--- src/design/spi_frame_pkg.sv ---
// Purpose: shared constants for the serial register access link
// Assumes: mode 3 link, frames delimited by chip select
// Notes:   frame lengths, field positions, check code constants
package spi_frame_pkg;
  // ----------------------------------------------------------------
  // frame lengths in clock pulses
  // ----------------------------------------------------------------
  localparam int unsigned LEN_PLAIN   = 16;
  localparam int unsigned LEN_DELAYED = 17;
  localparam int unsigned LEN_CHECKED = 20;
  localparam int unsigned LEN_SHARED  = 21;
  localparam int unsigned CNT_W       = 5;
  // ----------------------------------------------------------------
  // payload field positions
  // ----------------------------------------------------------------
  localparam int unsigned DIR_BIT     = 14;
  localparam int unsigned ADDR_MSB    = 13;
  localparam int unsigned ADDR_LSB    = 8;
  localparam int unsigned ADDR_W      = 6;
  // ----------------------------------------------------------------
  // check code
  // ----------------------------------------------------------------
  localparam logic [3:0] CRC_PRESET   = 4'hf;
  localparam int unsigned CRC_W       = 4;
  // ----------------------------------------------------------------
  // configuration word bit positions
  // ----------------------------------------------------------------
  localparam int unsigned CFG_CHECK_EN = 0;
  localparam int unsigned CFG_S17_EN   = 1;
  // ----------------------------------------------------------------
  // host serial clock: 16 ref_clk cycles per period (7.8 MHz)
  // ----------------------------------------------------------------
  localparam int unsigned HALF_PERIOD  = 8;
  localparam int unsigned GAP_CYCLES   = 32;
  localparam int unsigned DIV_W        = 6;

  // one check-code step for a single payload bit
  function automatic logic [3:0] crcStep(input logic [3:0] c,
                                         input logic       b);
    logic fb;
    fb = b ^ c[3];
    crcStep = {c[2], c[1], c[0] ^ fb, fb};
  endfunction
endpackage

--- src/design/spi_link_if.sv ---
// Purpose: the four-wire serial link between host and device
// Assumes: host drives clock, select and data out
// Notes:   device output enable shows when it drives its data line
`timescale 1ns/1ps
`default_nettype none
interface spi_link_if;
  logic sclk;
  logic csN;
  logic mosi;
  logic miso;
  logic misoOe;
  modport device (input sclk, input csN, input mosi,
                  output miso, output misoOe);
  modport host (output sclk, output csN, output mosi,
                input miso, input misoOe);
endinterface
`default_nettype wire

--- src/design/sync_edge.sv ---
// Purpose: two-flop synchroniser with rise and fall pulses
// Assumes: input is asynchronous to ref_clk
// Notes:   edge pulses read only the second and third stages
`timescale 1ns/1ps
`default_nettype none
module sync_edge (
  input  wire logic ref_clk,
  input  wire logic nrst,
  input  wire logic din,
  input  wire logic initVal,
  output logic      level,
  output logic      rise,
  output logic      fall
);
  logic s1_q;
  logic s2_q;
  logic s3_q;

  always_ff @(posedge ref_clk or negedge nrst) begin
    if (!nrst) begin
      s1_q <= 1'b1;
      s2_q <= 1'b1;
      s3_q <= 1'b1;
    end else begin
      s1_q <= din;
      s2_q <= s1_q;
      s3_q <= s2_q;
    end
  end

  assign level = s2_q;
  assign rise  = s2_q & ~s3_q;
  assign fall  = ~s2_q & s3_q;
  // initVal kept for symmetric use; idle level of both lines is high
  logic unusedInit;
  assign unusedInit = initVal;
endmodule
`default_nettype wire

--- src/design/spi_dev_end.sv ---
// Purpose: device end of the serial register access link
// Assumes: register content lives outside; byte write and 16-bit read
// Notes:   link pins pass two flops; clock edges found on ref_clk
//
// Chosen here: the strobed register port and the placing of the registers.
`timescale 1ns/1ps
`default_nettype none
// Behaviour
// - mode 3: clock idles high, sample rising
// - frames of 16, 17 or 20 pulses
// - 17 pulses clean only when allowed
// - excess pulses raise length warning
// - delayed-sampling host adds 17th edge
// - shared bus hosts use 21 pulses
// - 21-pulse: host zero, device repeats C3
// - write: zero, dir, address, data, check
// - full register write needs two frames
// - sample host data on rising clock
// - read result returned in next frame
// - all-zero frame reads 0x00, returns zero
// - host ignores data without prior read
// - odd address returns byte, upper zero
// - check code appended beyond 16 bits
// - host check bits ignored unless enabled
// - bad check drops frame, sets flag
// - x^4+x+1, preset ones, MSB first
// - feedback is bit xor stage three
// - host waits for extended read done
module spi_dev_end
  import spi_frame_pkg::*;
(
  input  wire logic                ref_clk,
  input  wire logic                nrst,
  spi_link_if.device               link,
  input  wire logic [1:0]          cfgWord,
  output logic [ADDR_W-1:0]        regAddr,
  output logic                     regRdStb,
  input  wire logic [15:0]         regRdData,
  output logic                     regWrStb,
  output logic [7:0]               regWrData,
  output logic                     lenWarn,
  input  wire logic                lenWarnClr,
  output logic                     crcWarn,
  input  wire logic                crcWarnClr
);
  logic              sclkLvl;
  logic              sclkRise;
  logic              sclkFall;
  logic              csLvl;
  logic              csRise;
  logic              csFall;
  logic              mosi1_q;
  logic              mosi2_q;
  logic [CNT_W-1:0]  cnt_q;
  logic [20:0]       rx_q;
  logic [3:0]        crcIn_q;
  logic [15:0]       tx_q;
  logic [15:0]       reply_q;
  logic [3:0]        crcOut_q;
  logic              miso_q;
  logic              active_q;
  logic              lenOk;
  logic              over;
  logic              checked;
  logic              crcGood;
  logic [15:0]       payload;
  logic [3:0]        rxCrc;
  logic              endFrame;

  // ----------------------------------------------------------------
  // pin synchronisers
  // ----------------------------------------------------------------
  sync_edge uClk (.ref_clk(ref_clk), .nrst(nrst), .din(link.sclk),
    .initVal(1'b1), .level(sclkLvl), .rise(sclkRise), .fall(sclkFall));
  sync_edge uCs (.ref_clk(ref_clk), .nrst(nrst), .din(link.csN),
    .initVal(1'b1), .level(csLvl), .rise(csRise), .fall(csFall));

  always_ff @(posedge ref_clk or negedge nrst) begin
    if (!nrst) begin
      mosi1_q <= 1'b0;
      mosi2_q <= 1'b0;
    end else begin
      mosi1_q <= link.mosi;
      mosi2_q <= mosi1_q;
    end
  end

  // ----------------------------------------------------------------
  // frame capture
  // ----------------------------------------------------------------
  // bit counter and shift register reset at select fall
  always_ff @(posedge ref_clk or negedge nrst) begin
    if (!nrst) begin
      cnt_q    <= '0;
      rx_q     <= '0;
      crcIn_q  <= CRC_PRESET;
      active_q <= 1'b0;
    end else if (csFall) begin
      cnt_q    <= '0;
      rx_q     <= '0;
      crcIn_q  <= CRC_PRESET;
      active_q <= 1'b1;
    end else if (csRise) begin
      active_q <= 1'b0;
    end else if (active_q && !csLvl && sclkRise) begin
      // sample host data on rising edge
      rx_q <= {rx_q[19:0], mosi2_q};
      if (cnt_q < CNT_W'(LEN_PLAIN))
        crcIn_q <= crcStep(crcIn_q, mosi2_q);
      if (cnt_q != '1)
        cnt_q <= cnt_q + 1'b1;
    end
  end

  // ----------------------------------------------------------------
  // frame evaluation at select rise
  // ----------------------------------------------------------------
  always_comb begin
    endFrame = csRise && active_q;
    // 21-pulse frame carries a trailing zero
    payload  = (cnt_q == CNT_W'(LEN_SHARED)) ? rx_q[20:5] :
               (cnt_q >= CNT_W'(LEN_CHECKED)) ? rx_q[19:4] :
               (cnt_q == CNT_W'(LEN_DELAYED)) ? rx_q[16:1] : rx_q[15:0];
    rxCrc    = (cnt_q == CNT_W'(LEN_SHARED)) ? rx_q[4:1] : rx_q[3:0];
    checked  = (cnt_q == CNT_W'(LEN_CHECKED)) ||
               (cnt_q == CNT_W'(LEN_SHARED));
    // check bits matter only when enabled
    crcGood  = !(cfgWord[CFG_CHECK_EN] && checked) || (rxCrc == crcIn_q);
    // accepted lengths
    lenOk    = (cnt_q == CNT_W'(LEN_PLAIN)) ||
               (cnt_q == CNT_W'(LEN_CHECKED)) ||
               (cnt_q == CNT_W'(LEN_SHARED)) ||
               ((cnt_q == CNT_W'(LEN_DELAYED)) && cfgWord[CFG_S17_EN]);
    over     = (cnt_q > CNT_W'(LEN_PLAIN)) && !lenOk;
  end

  // ----------------------------------------------------------------
  // register access and reply staging
  // ----------------------------------------------------------------
  always_ff @(posedge ref_clk or negedge nrst) begin
    if (!nrst) begin
      regAddr   <= '0;
      regRdStb  <= 1'b0;
      regWrStb  <= 1'b0;
      regWrData <= '0;
    end else begin
      regRdStb <= 1'b0;
      regWrStb <= 1'b0;
      // short frames or bad check are dropped
      if (endFrame && cnt_q >= CNT_W'(LEN_PLAIN) && crcGood &&
          !payload[15]) begin
        regAddr <= payload[ADDR_MSB:ADDR_LSB];
        // write carries one byte
        if (payload[DIR_BIT]) begin
          regWrStb  <= 1'b1;
          regWrData <= payload[7:0];
        end else begin
          regRdStb  <= 1'b1;
        end
      end
    end
  end

  // read data captured one cycle after the strobe, for next frame
  always_ff @(posedge ref_clk or negedge nrst) begin
    if (!nrst) begin
      reply_q <= '0;
    end else if (endFrame && cnt_q >= CNT_W'(LEN_PLAIN) && !crcGood) begin
      reply_q <= '0;
    end else if (regRdStb) begin
      // address 0 reads zero, odd address one byte
      if (regAddr == '0)
        reply_q <= '0;
      else if (regAddr[0])
        reply_q <= {8'h00, regRdData[7:0]};
      else
        reply_q <= regRdData;
    end
  end

  // ----------------------------------------------------------------
  // transmit: reply of the previous read
  // ----------------------------------------------------------------
  always_ff @(posedge ref_clk or negedge nrst) begin
    if (!nrst) begin
      tx_q     <= '0;
      crcOut_q <= CRC_PRESET;
      miso_q   <= 1'b0;
    end else if (csFall) begin
      tx_q     <= {reply_q[14:0], 1'b0};
      crcOut_q <= crcStep(CRC_PRESET, reply_q[15]);
      miso_q   <= reply_q[15];
    end else if (active_q && !csLvl && sclkFall && cnt_q != '0) begin
      // shift on falling edge; check code after 16 bits
      if (cnt_q < CNT_W'(LEN_PLAIN)) begin
        miso_q   <= tx_q[15];
        tx_q     <= {tx_q[14:0], 1'b0};
        crcOut_q <= crcStep(crcOut_q, tx_q[15]);
      end else if (cnt_q < CNT_W'(LEN_CHECKED)) begin
        miso_q   <= crcOut_q[3];
        crcOut_q <= {crcOut_q[2:0], crcOut_q[3]};
      end else begin
        // four rotations restored the code: repeat the top bit
        miso_q   <= crcOut_q[3];
      end
    end
  end

  assign link.miso   = miso_q;
  assign link.misoOe = active_q && !csLvl;

  // ----------------------------------------------------------------
  // warning flags, set wins over clear
  // ----------------------------------------------------------------
  always_ff @(posedge ref_clk or negedge nrst) begin
    if (!nrst) begin
      lenWarn <= 1'b0;
      crcWarn <= 1'b0;
    end else begin
      if (endFrame && over)
        lenWarn <= 1'b1;
      else if (lenWarnClr)
        lenWarn <= 1'b0;
      if (endFrame && cnt_q >= CNT_W'(LEN_PLAIN) && !crcGood)
        crcWarn <= 1'b1;
      else if (crcWarnClr)
        crcWarn <= 1'b0;
    end
  end
endmodule
`default_nettype wire

--- src/flat_wrapper.sv ---
// flat-port wrapper written by rule: the top's interface ports become plain ports
module spi_dev_end_flat import spi_frame_pkg::*;
  (ref_clk, nrst, cfgWord, regAddr, regRdStb, regRdData, regWrStb, regWrData, lenWarn, lenWarnClr, crcWarn, crcWarnClr, link_sclk, link_csN, link_mosi, link_miso, link_misoOe);
  spi_link_if link_i ();
  input  wire logic ref_clk;
  input  wire logic nrst;
  input  wire logic [1:0] cfgWord;
  output logic [ADDR_W-1:0] regAddr;
  output logic regRdStb;
  input  wire logic [15:0] regRdData;
  output logic regWrStb;
  output logic [7:0] regWrData;
  output logic lenWarn;
  input  wire logic lenWarnClr;
  output logic crcWarn;
  input  wire logic crcWarnClr;
  input wire logic [$bits(link_i.sclk)-1:0] link_sclk;
  input wire logic [$bits(link_i.csN)-1:0] link_csN;
  input wire logic [$bits(link_i.mosi)-1:0] link_mosi;
  output wire logic [$bits(link_i.miso)-1:0] link_miso;
  output wire logic [$bits(link_i.misoOe)-1:0] link_misoOe;
  assign link_i.sclk = link_sclk;
  assign link_i.csN = link_csN;
  assign link_i.mosi = link_mosi;
  assign link_miso = link_i.miso;
  assign link_misoOe = link_i.misoOe;
  spi_dev_end u_core (.ref_clk(ref_clk), .nrst(nrst), .link(link_i), .cfgWord(cfgWord), .regAddr(regAddr), .regRdStb(regRdStb), .regRdData(regRdData), .regWrStb(regWrStb), .regWrData(regWrData), .lenWarn(lenWarn), .lenWarnClr(lenWarnClr), .crcWarn(crcWarn), .crcWarnClr(crcWarnClr));
endmodule
--- config.mk ---
export PLATFORM = sky130hd
export DESIGN_NAME = spi_dev_end_flat
export DESIGN_NICKNAME = d
export VERILOG_FILES = /design/src/design/spi_frame_pkg.sv /design/src/design/spi_link_if.sv /design/src/design/sync_edge.sv /design/src/design/spi_dev_end.sv /design/src/flat_wrapper.sv
export SDC_FILE = /design/constraint.sdc
export NUM_CORES = 1
export LEC_CHECK = 0
export ABC_AREA = 1
export BUFFER_PORTS_ARGS = -buffer_cell sky130_fd_sc_hd__buf_4
export CORE_UTILIZATION = 59
export DETAILED_ROUTE_END_ITERATION = 7
export GPL_TIMING_DRIVEN = 1
export PLACE_DENSITY = 0.79
export SLEW_MARGIN = 15
export SYNTH_ARGS = -nofsm -noshare
export SYNTH_HDL_FRONTEND = slang
export SYNTH_SLANG_ARGS = --single-unit
--- constraint.sdc ---
create_clock -name ref_clk -period 2.9 [get_ports ref_clk]
set_clock_uncertainty 0.15 [all_clocks]
set_input_delay 0.29 -clock ref_clk [delete_from_list [all_inputs] [get_ports ref_clk]]
set_output_delay 0.29 -clock ref_clk [all_outputs]
set_load 0.02 [all_outputs]
==> results of run 1 <==
## where the power goes
group | internal, mW | leakage [nW] | switching [mW] | total (mW)
registers | 1.45 | 1.10 | 0.104 | 1.55
logic | 0.196 | 1.47 | 0.320 | 0.516
clock network | 0.405 | 0.108 | 0.495 | 0.899
total | 2.05 | 2.68 | 0.919 | 2.97
## routing by layer
| layer | vias up | GRT usage, % | part of all wire, % |
|---|---|---|---|
| li1 | 2025 | - | - |
| met1 | 1943 | 35.8 | 45 |
| met2 | 133 | 41.2 | 47 |
| met3 | 30 | 3.40 | 4.2 |
| met4 | 0 | 13.2 | 3.4 |
| met5 | - | 0 | 0 |
## critical path: stages (launching register included)
cell and delay (ns):
dfrtp_1 0.41, inv_1 0.12, ha_1 0.22, nand2_4 0.08
inv_2 0.17, nand2_4 0.21, nand2_1 0.15, nand2_1 0.07
nand2_1 0.06, nand2_1 0.04, nor2_1 0.08, nand2_1 0.09
nand2_1 0.10, nand2_1 0.27, nand2_1 0.19, o21ai_2 0.06
## repair_timing
item	CTS	global route
setup endpoints to repair	0	0
hold buffers	6	0
endpoints found under the hold margin	37	0
## cells by family after synthesis
group                    count (synthesis)
adder cells (fa/ha/maj)                  7
buffers and inverters                  111
AO/OA/AOI/OAI                          129
flip-flops                              93
AND/OR/NAND/NOR                        255
XOR/XNOR                                 5
## flip-flops by register name, summed over array words and instances (netlist names), 4 cells and up
| register | flops |
|---|---|
| u_core.crcIn_q | 4 |
| u_core.tx_q | 15 |
| u_core.cnt_q | 5 |
| u_core.rx_q | 21 |
| u_core.regWrData | 8 |
| u_core.regAddr | 6 |
| u_core.reply_q | 16 |
| u_core.crcOut_q | 4 |
## path summary, 6_finish.rpt
path / startpoint / to / slack (ns) / depth (start not counted)
max reg2reg: u_core.cnt_q[1] / u_core.regAddr[1] / 0.33 / 15
min reg2reg: u_core.uCs.s1_q / u_core.uCs.level / 0.21 / 0
min: cfgWord[1] / u_core.lenWarn / 0.08 / 4
max: u_core.cnt_q[1] / u_core.regAddr[1] / 0.33 / 15
max in group asynchronous: nrst / u_core.crcIn_q[1] / 1.59 / 3
min in group asynchronous: nrst / u_core.mosi1_q / 0.30 / 2
## through the flow
step / instances / hold slack (ns) / power (mW)
2_1_floorplan: 600 / -0.156 / 1.91
3_3_place_gp: 725 / 0.166 / 2.05
6_report: 747 / 0.0758 / 2.97
4_1_cts: 747 / 0.0724 / 2.98
3_5_place_dp: 725 / 0.164 / 2.07
5_1_grt: 747 / 0.101 / 3.13
## cell type report
class | count | area [sq um] | share of cell area [%]
inverter | 80 | 300 | 5.51
clock buffer | 11 | 163 | 2.99
tap | 102 | 128 | 2.34
timing repair buffer | 60 | 478 | 8.78
multi-input combinational | 396 | 1990 | 36.5
sequential | 93 | 2340 | 43.1
clock inverter | 5 | 46.3 | 0.850
## cells in the final DEF (no fill, tap or decap), types with 2 or more instances in the layout
cell type,n
o31ai_1,2
nor2_4,2
o22ai_1,18
dfrtp_1,79
buf_4,53
clkbuf_8,10
dfstp_2,14
inv_2,3
xor2_1,4
a31oi_1,14
nor2_1,44
inv_1,77
ha_1,7
o21ai_2,5
a21oi_1,13
a211oi_1,3
o21ai_0,66
dlygate4sd3_1,6
nand2_4,2
o211ai_1,3
nand4_1,8
nand2_1,146
nand3_1,45
inv_6,3
==> metrics.md, run 1 <==
| Metric | Value |
|---|---|
| HPWL after detailed placement | 6.95 mm |
| Core area | 7770 sq um |
| Register bit total from synthesis | 93 |
| Simple-Gate Fraction of Synth Area | 23.0% |
| Total Routing Usage GR | 26.2% |
| Largest family of logic cells by synthesized area | simple AND/OR/NAND/NOR gates |
| DRT antenna net count | 0 |
| Vias in the first global route | 3,857 |
| Clock latency on the worst-skew pair | 0.36 ns |
| Mapped Area | 4770 sq um |
| DR vias/cell | 5.53 |
| First-pass GRT wire length | 17.6 mm |
| CTS tree | built |
| Fin util | 70.1% |
| Sequential-to-total area share from yosys stat | 49.1% |
| Most frequent cell after synthesis | nand2_1 |
| Htree depth | 3 |
| Compound-cell area share of the yosys netlist | 15.6% |
| Multiplexer area fraction after synthesis | 0% |
| Vias | 4,131 |
| Setup WS pre-CTS | 0.403 ns |
| Clock tree buffer depth | 2 |
| # fillers | 666 |
| Endpoint class of the critical path | flip-flop |
| RSZ-0062 raised after global routing | false |
| Die extent in y | 92.0 microns |
| PD cells | 545 nW/um^2 |
| Commonest cells in the synthesized netlist | 146 x nand2_1, 79 x dfrtp_1, 77 x inv_1 |
| Site Rows | 32 |
| Post-synth top area share | 41.4% |
| Post-synth EDFFs | 0 |
| Setup Fix Bufs, Post-CTS | 0 |
| Clk root buf | clkbuf_8 |
| Iteration-0 DRC Markers | 237 |
| Setup violations, final | 0 |
| Max-Cap Viols | 0 |
| Max VDD drop | 314 uV |
| Num CTS Buffers | 9 |
| WL/cell | 13.7 microns |
| IO Pins | 45 |
| Largest net degree at the start of global routing | 52 |
| Syn nets | 632 |
| GP Congestion | 0.907 |
| Pleak | 2.68 nW |
| Final Slew Violations | 0 |
| Final WS setup | 0.331 ns |
| Worst-margin pin slew | 0.663 ns |
| Relative slew margins | 55.7% |
| Total wire length | 10.3 mm |
| Setup TNS | 0 ns |
| Resized Gates After CTS | 0 |
| Drt pass-1 iters | 5 |
| Clock-pin slew on the worst setup and hold paths | 0.10 ns |
| Fin. Hold Viols | 0 |
| Antenna violations before repair | 0 |
| Syn avg cell area | 7.96 sq um |
| Final min period | 2.57 ns |
| Top cells by area, synth | dfrtp_1 41%, nand2_1 11%, dfstp_2 7.7%, o21ai_0 6.9%, inv_1 6.1% |
| DRC viols | 0 |
| Placed inst area | 5170 sq um |
| Share of cells above drive strength 1 | 16.1% |
| Max Freq | 0.389 GHz |
| Die W | 92.0 microns |
| Syn-to-layout area delta | 14.0% |
| Distinct cell type count after synthesis | 38 |
| Design area | 5450 sq um |
| Hold WC Path Type | primary input to flip-flop |
| CP max FO | 35 |
| Die area | 8460 sq um |
| Gate Count Post-Synth | 600 |
| Yosys top cell by area | dfrtp_1 |
| Data required, critical path | 3.00 ns |
| Ant. Diodes | 0 |
| Period utilization | 88.6% |
| Startpoint types | flip-flop |
| Critical path class | flip-flop to flip-flop |
| Synth Area in Adders | 1.83% |
| IO buf count | 44 |
| Synth Flop Type | dfrtp_1 |
| XOR/XNOR share of the synthesized area | 0.917% |
| Total gr overflow | 0 |
| Initial core utilization | 61.5% |
| Clk sinks | 93 |
| Post-synth ARST share | 100% |
| Outcome | complete, no violations |
| Nets | 672 |
| Ys Warns | 0 |
| Worst EP arrival | 2.67 ns |
(Power assumes the default switching activity.)
==> run 2: changes to the inputs <==
--- a/config.mk
+++ b/config.mk
@@ -11,6 +11,7 @@
 export DETAILED_ROUTE_END_ITERATION = 7
 export GPL_TIMING_DRIVEN = 1
 export PLACE_DENSITY = 0.79
+export REMOVE_ABC_BUFFERS = 1
 export SLEW_MARGIN = 15
 export SYNTH_ARGS = -nofsm -noshare
 export SYNTH_HDL_FRONTEND = slang
==> run 2 against run 1 <==
Sequential share of layout area shrank 0.069 points. Flip-flop and latch count is the same. Maximum frequency grew 1.1%. Combinational power shrank 1%. Non-clock buffer count shrank 1. Largest power group unchanged.
==> metrics.md, run 2 (synthesis gave the netlist of run 1 again) <==
| Metric | Value |
|---|---|
| Hold Slack | 0.0775 ns (was 0.0758 ns) |
| Final WS setup | 0.359 ns (was 0.331 ns) |
| Max VDD drop | 378 uV (was 314 uV) |
| Slowest CP cell | dfrtp_1 (unchanged) |
| Reg2Reg Setup Slack | 0.36 ns (was 0.33 ns) |
| Site Rows | 32 (unchanged) |
| Placed inst area | 5160 sq um (was 5170 sq um) |
| # fillers | 633 (was 666) |
| Final min period | 2.54 ns (was 2.57 ns) |
| Clk sinks | 93 (unchanged) |
| Resized Gates After CTS | 0 (unchanged) |
| Pleak | 2.68 nW (about the same) |
| Die W | 92.0 microns (unchanged) |
| Drt pass-1 iters | 5 (unchanged) |
| Total wire length | 10.1 mm (was 10.3 mm) |
| Clock latency on the worst-skew pair | 0.36 ns (about the same) |
| Reg2reg path depth | 15 (unchanged) |
| Met2 Use GR | 41.4% (was 41.2%) |
| R2r endpoint | u_core.regAddr[0] (was u_core.regAddr[1]) |
| Setup WS pre-CTS | 0.414 ns (was 0.403 ns) |
| Critical path class | flip-flop to flip-flop (unchanged) |
| Clock-pin slew on the worst setup and hold paths | 0.09 ns (was 0.10 ns) |
| Worst Hold End | u_core.lenWarn (unchanged) |
| PD cells | 560 nW/um^2 (was 545 nW/um^2) |
| CP max FO | 35 (unchanged) |
| DR vias/cell | 5.43 (was 5.53) |
| IO Pins | 45 (unchanged) |
| Outcome | complete, no violations (unchanged) |
| Vias in the first global route | 3,830 (was 3,857) |
| Most common cell after layout, fill and taps aside | nand2_1 (unchanged) |
| First-pass GRT wire length | 17.4 mm (was 17.6 mm) |
| R2r startpoint | u_core.cnt_q[1] (unchanged) |
| WL/cell | 13.5 microns (was 13.7 microns) |
| HPWL after detailed placement | 6.75 mm (was 6.95 mm) |
| Design area | 5450 sq um (about the same) |
| Vias | 4,048 (was 4,131) |
| Initial core utilization | 61.5% (unchanged) |
| Cells along the critical path | inv_1 -> ha_1 -> nand2_4 -> inv_2 -> nand2_4 -> nand2_1 -> nand2_1 -> nand2_1 -> nand2_1 -> nor2_1 -> nand2_1 -> nand2_1 -> nand2_1 -> nand2_1 -> o21ai_2 (unchanged) |
| Met3 Usage GRT | 4.56% (was 3.40%) |
| Period utilization | 87.6% (was 88.6%) |
| Nets | 671 (was 672) |
| DRC viols | 0 (unchanged) |
| Fin. Hold Viols | 0 (unchanged) |
| DRT antenna net count | 0 (unchanged) |
| Biggest regs | u_core.rx_q (21), u_core.reply_q (16), u_core.tx_q (15) (unchanged) |
| Total gr overflow | 0 (unchanged) |
| Final Slew Violations | 0 (unchanged) |
| Die area | 8460 sq um (unchanged) |
| Startpoint types | flip-flop (unchanged) |
| Worst Path Buf+Inv | 2 (unchanged) |
| Die extent in y | 92.0 microns (unchanged) |
| Htree depth | 3 (unchanged) |
| Antenna violations before repair | 0 (unchanged) |
| Share of cells above drive strength 1 | 15.7% (was 16.1%) |
| Clk root buf | clkbuf_8 (unchanged) |
| Total power | 3.05 mW (was 2.97 mW) |
| Ant. Diodes | 0 (unchanged) |
| Endpoint class of the critical path | flip-flop (unchanged) |
| Syn-to-layout area delta | 14.2% (was 14.0%) |
| Iteration-0 DRC Markers | 326 (was 237) |
| GP Congestion | 0.910 (was 0.907) |
| GR Layer Usage met1 | 35.2% (was 35.8%) |
| Total Routing Usage GR | 25.7% (was 26.2%) |
| # hold bufs at CTS | 6 (unchanged) |
| Worst EP arrival | 2.63 ns (was 2.67 ns) |
| Min-Delay Startpoint | cfgWord[1] (unchanged) |
| Relative slew margins | 56.2% (was 55.7%) |
| RSZ-0062 raised after global routing | false (unchanged) |
| Crit-path most repeated cell | nand2_1 (unchanged) |
| GR peak layer | met2 (unchanged) |
| Largest register by flop count | u_core.rx_q (unchanged) |
| Fin util | 70.2% (was 70.1%) |
| CP top delay family | simple AND/OR/NAND/NOR gates (unchanged) |
| Data required, critical path | 2.99 ns (was 3.00 ns) |
| IO buf count | 44 (unchanged) |
| Max-Cap Viols | 0 (unchanged) |
| Num CTS Buffers | 9 (unchanged) |
| Largest register FFs | 21 (unchanged) |
| Max Freq | 0.394 GHz (was 0.389 GHz) |
| WHS Path Cells | 4 (unchanged) |
| Worst-margin pin slew | 0.656 ns (was 0.663 ns) |
| CP peak stage delay | 0.41 ns (about the same) |
| Commonest non-fill, non-tap cells in the layout | 146 x nand2_1, 79 x dfrtp_1, 77 x inv_1, 66 x o21ai_0, 52 x buf_4 (was 146 x nand2_1, 79 x dfrtp_1, 77 x inv_1, 66 x o21ai_0, 53 x buf_4) |
| Clock tree buffer depth | 2 (unchanged) |
| CTS tree | built (unchanged) |
| Hold WC Path Type | primary input to flip-flop (unchanged) |
| Largest net degree at the start of global routing | 50 (was 52) |
| Core area | 7770 sq um (unchanged) |
| Setup Fix Bufs, Post-CTS | 0 (unchanged) |
| Setup violations, final | 0 (unchanged) |
==> run 2: through the flow <==
| stage | setup TNS [ns] | cells |
|---|---|---|
| floorplan | -6.40 | 569 |
| global placement | 0 | 724 |
| detailed placement | 0 | 724 |
| CTS | 0 | 746 |
| global route | 0 | 746 |
| finish | 0 | 746 |
==> run 2: area by class of cell <==
type,count,area [sq um],share of cell area (%)
clock buffer,12,145,2.66
timing repair buffer,59,470,8.63
inverter,80,300,5.51
tap,102,128,2.34
clock inverter,4,80.1,1.47
sequential,93,2340,43.0
multi-input combinational,396,1990,36.4
==> run 2: worst max path at each step <==
stage	start	to	slack, ns	cells past startpoint
4_1_cts	u_core.cnt_q[1]	u_core.regAddr[0]	0.39	15
3_5_place_dp	u_core.cnt_q[1]	u_core.regAddr[0]	0.41	15
5_1_grt	u_core.cnt_q[1]	u_core.regAddr[0]	0.12	15
3_3_place_gp	u_core.cnt_q[1]	u_core.regAddr[3]	0.52	15
6_report	u_core.cnt_q[1]	u_core.regAddr[0]	0.36	15
2_1_floorplan	u_core.uCs.s3_q	u_core.tx_q[10]	-0.43	4
==> run 2: report_power, final <==
group	internal (mW)	switching (mW)	total, mW
Combinational	0.195	0.316	0.510
Sequential	1.45	0.105	1.55
Clock	0.520	0.470	0.990
==> run 2: per-layer routing <==
layer	part of all wire, %	vias up
li1	-	2023
met1	46	1862
met2	47	151
met3	5.7	12
met4	1.5	0
met5	0	-
==> run 2: worst reg2reg max path, delay by kind of cell, from the launching register on <==
family,cells,cell delay (ns)
AND/OR/NAND/NOR,11,1.30
buffers and inverters,2,0.28
adder cells (fa/ha/maj),1,0.20
flip-flops,1,0.41
AO/OA/AOI/OAI,1,0.06
==> run 3: changes to the inputs <==
--- a/config.mk
+++ b/config.mk
@@ -5,11 +5,11 @@
 export SDC_FILE = /design/constraint.sdc
 export NUM_CORES = 1
 export LEC_CHECK = 0
-export ABC_AREA = 1
 export BUFFER_PORTS_ARGS = -buffer_cell sky130_fd_sc_hd__buf_4
 export CORE_UTILIZATION = 59
 export DETAILED_ROUTE_END_ITERATION = 7
 export GPL_TIMING_DRIVEN = 1
+export MAX_ROUTING_LAYER = met4
 export PLACE_DENSITY = 0.79
 export REMOVE_ABC_BUFFERS = 1
 export SLEW_MARGIN = 15
==> run 3 against run 2 <==
Non-clock buffer count rose by 5. Core utilization rose by 0.26 points. Flip-flop and latch count did not move. Sequential share of layout area fell by 0.38 points. Critical path depth fell by 6. Synthesized cell count fell by 13%. Register-to-register slack got worse by 0.04 ns. First-iteration DRC count fell by 20%. Combinational power rose by 96%. Count of clock-buffer cells in the layout fell by 2. Die area rose by 0.56%. Synthesized area rose by 0.58%.
==> metrics.md, run 3 <==
| Metric | Value |
|---|---|
| Area of the multi-input gates | 2250 sq um (was 1990 sq um) |
| Pleak | 2.35 nW (was 2.68 nW) |
| Most common cell after layout, fill and taps aside | nand2_1 (unchanged) |
| Biggest regs | u_core.rx_q (21), u_core.reply_q (16), u_core.tx_q (15) (unchanged) |
| Final Slew Violations | 0 (unchanged) |
| Endpoint class of the critical path | flip-flop (unchanged) |
| Yosys top cell by area | dfrtp_1 (unchanged) |
| Largest register by flop count | u_core.rx_q (unchanged) |
| Post-synth ARST share | 100% (unchanged) |
| Period utilization | 88.9% (was 87.6%) |
| IO Pins | 45 (unchanged) |
| Clock-pin slew on the worst setup and hold paths | 0.10 ns (was 0.09 ns) |
| Hold WC Path Type | primary input to flip-flop (unchanged) |
| HPWL after detailed placement | 6.63 mm (was 6.75 mm) |
| Clk root buf | clkbuf_8 (unchanged) |
| Vias | 3,813 (was 4,048) |
| R2r startpoint | u_core.cnt_q[1] (unchanged) |
| Largest register FFs | 21 (unchanged) |
| Design area | 5500 sq um (was 5450 sq um) |
| Share of cells above drive strength 1 | 18.4% (was 15.7%) |
| Outcome | complete, no violations (unchanged) |
| DRC viols | 0 (unchanged) |
| Fin. Hold Viols | 0 (unchanged) |
| WHS Path Cells | 3 (was 4) |
| Post-synth EDFFs | 0 (unchanged) |
| PD cells | 676 nW/um^2 (was 560 nW/um^2) |
| DRT antenna net count | 0 (unchanged) |
| Total Routing Usage GR | 26.1% (was 25.7%) |
| R2r endpoint | u_core.regWrData[6] (was u_core.regAddr[0]) |
| First-pass GRT wire length | 17.0 mm (was 17.4 mm) |
| Synth Flop Type | dfrtp_1 (unchanged) |
| Setup violations, final | 0 (unchanged) |
| Clock tree buffer depth | 2 (unchanged) |
| Relative slew margins | 45.2% (was 56.2%) |
| Clock latency on the worst-skew pair | 0.36 ns (about the same) |
| Sequential-to-total area share from yosys stat | 48.8% (was 49.1%) |
| Commonest cells in the synthesized netlist | 81 x nand2_1, 79 x dfrtp_1, 70 x o21ai_0 (was 146 x nand2_1, 79 x dfrtp_1, 77 x inv_1) |
| IO buf count | 44 (unchanged) |
| Min-Delay Startpoint | regRdData[5] (was cfgWord[1]) |
| Post-synth top area share | 41.2% (was 41.4%) |
| Most frequent cell after synthesis | nand2_1 (unchanged) |
| CP max FO | 27 (was 35) |
| Final min period | 2.58 ns (was 2.54 ns) |
| Clk sinks | 93 (unchanged) |
| Max VDD drop | 405 uV (was 378 uV) |
| Drt pass-1 iters | 5 (unchanged) |
| Data required, critical path | 3.00 ns (was 2.99 ns) |
| Iteration-0 DRC Markers | 262 (was 326) |
| Vias in the first global route | 3,618 (was 3,830) |
| Die extent in y | 92.2 microns (was 92.0 microns) |
| DR vias/cell | 5.71 (was 5.43) |
| Commonest non-fill, non-tap cells in the layout | 81 x nand2_1, 79 x dfrtp_1, 70 x o21ai_0, 56 x buf_4, 35 x a21oi_1 (was 146 x nand2_1, 79 x dfrtp_1, 77 x inv_1, 66 x o21ai_0, 52 x buf_4) |
| Worst Hold End | u_core.reply_q[5] (was u_core.lenWarn) |
| Register bit total from synthesis | 93 (unchanged) |
| Antenna violations before repair | 0 (unchanged) |
| Total wire length | 9.98 mm (was 10.1 mm) |
| WL/cell | 14.9 microns (was 13.5 microns) |
| Syn-to-layout area delta | 14.6% (was 14.2%) |
| Core area | 7810 sq um (was 7770 sq um) |
| Max Freq | 0.388 GHz (was 0.394 GHz) |
| Initial core utilization | 61.5% (about the same) |
| Worst EP arrival | 2.68 ns (was 2.63 ns) |
| Syn avg cell area | 9.18 sq um (was 7.96 sq um) |
| CTS tree | built (unchanged) |
| Htree depth | 3 (unchanged) |
| Die area | 8500 sq um (was 8460 sq um) |
| Worst-margin pin slew | 0.822 ns (was 0.656 ns) |
| Gate Count Post-Synth | 523 (was 600) |
| Num CTS Buffers | 9 (unchanged) |
| Setup TNS | 0 ns (unchanged) |
| Largest net degree at the start of global routing | 86 (was 50) |
| Total gr overflow | 0 (unchanged) |
| Site Rows | 32 (unchanged) |
| Hold Slack | 0.0263 ns (was 0.0775 ns) |
| Placed inst area | 5220 sq um (was 5160 sq um) |
| Max-Cap Viols | 0 (unchanged) |
| # fillers | 616 (was 633) |
| Nets | 593 (was 671) |
| RSZ-0062 raised after global routing | false (unchanged) |
| Mapped Area | 4800 sq um (was 4770 sq um) |
| Reg area | 2340 sq um (unchanged) |
| Startpoint types | flip-flop (unchanged) |
| Ant. Diodes | 0 (unchanged) |
| Reg2reg path depth | 9 (was 15) |
| Top cells by area, synth | dfrtp_1 41%, dfstp_2 7.7%, o21ai_0 7.3%, nand2_1 6.3%, a21oi_1 3.6% (was dfrtp_1 41%, nand2_1 11%, dfstp_2 7.7%, o21ai_0 6.9%, inv_1 6.1%) |
| Die W | 92.2 microns (was 92.0 microns) |
| Critical path class | flip-flop to flip-flop (unchanged) |
| Distinct cell type count after synthesis | 49 (was 38) |
| GP Congestion | 0.839 (was 0.910) |
| Ys Warns | 0 (unchanged) |
| Reg2Reg Setup Slack | 0.32 ns (was 0.36 ns) |
| Resized Gates After CTS | 0 (unchanged) |
run 3: cell count changes after synthesis, moves of 9 or more:
| cell | change |
|---|---|
| a21oi_1 | +21 |
| inv_1 | -64 |
| nor2_1 | -14 |
| nand2b_1 | +19 |
| nor3_1 | +9 |
| nand2_1 | -65 |
| o22ai_1 | -10 |
| a31oi_1 | -13 |
| xnor2_1 | +9 |
| mux2i_1 | +16 |
| nand3_1 | -23 |
| nand3b_1 | +9 |
run 3: repair_timing:
action / CTS / global route
setup buffers: 0 / 0
endpoints found under the hold margin: 5 / 21
hold buffers: 5 / 1
run 3: how the worst max path moves through the flow:
stage | slack, ns | to | start | cells past startpoint
global placement | 0.50 | u_core.regWrData[2] | u_core.cnt_q[1] | 9
global route | 0.20 | u_core.regWrData[6] | u_core.cnt_q[1] | 9
floorplan | -0.82 | u_core.cnt_q[1] | u_core.uCs.level | 6
detailed placement | 0.34 | u_core.regWrData[6] | u_core.cnt_q[1] | 9
CTS | 0.32 | u_core.regWrData[6] | u_core.cnt_q[1] | 9
finish | 0.32 | u_core.regWrData[6] | u_core.cnt_q[1] | 9
run 3: layer usage:
layer	vias up	share of wire [%]	GRT usage [%]
li1	1896	-	-
met3	12	3.0	3.23
met4	0	1.8	10.7
met5	-	0	-
met2	87	48	41.5
met1	1818	47	34.1
run 3: critical path, stage by stage, from the launching register on:
cell	delay, ns
dfrtp_1	0.42
inv_1	0.10
ha_1	0.20
buf_4	0.21
o21ai_0	0.30
nor3_1	0.11
mux2i_1	0.23
nand3_2	0.18
nor2_8	0.23
mux2_4	0.32
run 3: stage by stage:
| step | util (%) | power [mW] | std cells | setup WS (ns) |
|---|---|---|---|---|
| 6_report | 70.5 | 3.72 | 668 | 0.321 |
| 5_1_grt | 70.5 | 3.95 | 668 | 0.201 |
| 4_1_cts | 70.0 | 3.74 | 666 | 0.324 |
| 3_5_place_dp | 66.8 | 2.84 | 645 | 0.343 |
| 3_3_place_gp | 66.8 | 2.78 | 645 | 0.501 |
| 2_1_floorplan | - | 2.52 | 486 | -0.822 |
run 3: power breakdown:
group,switching (mW),total (mW),internal [mW]
clock,0.479,0.886,0.407
combinational,0.545,0.998,0.453
sequential,0.234,1.84,1.60
run 3: final cells by class:
cell class	instances	share of cell area (%)
clock buffers	10	2.32
multi-input cells	380	41.0
clock inverters	6	1.30
inverters	13	0.887
flip-flops and latches	93	42.6
repair buffers	64	9.60
well taps	102	2.32
run 3: cells by family after synthesis:
group | share of synthesized area (%)
muxes | 6.07
and+or+nand+nor | 19.4
adders and majority gates | 1.82
AOI/OAI and AO/OA | 17.6
buffers and inverters | 4.30
DFF | 48.8
xor gates and xnor gates | 2.01
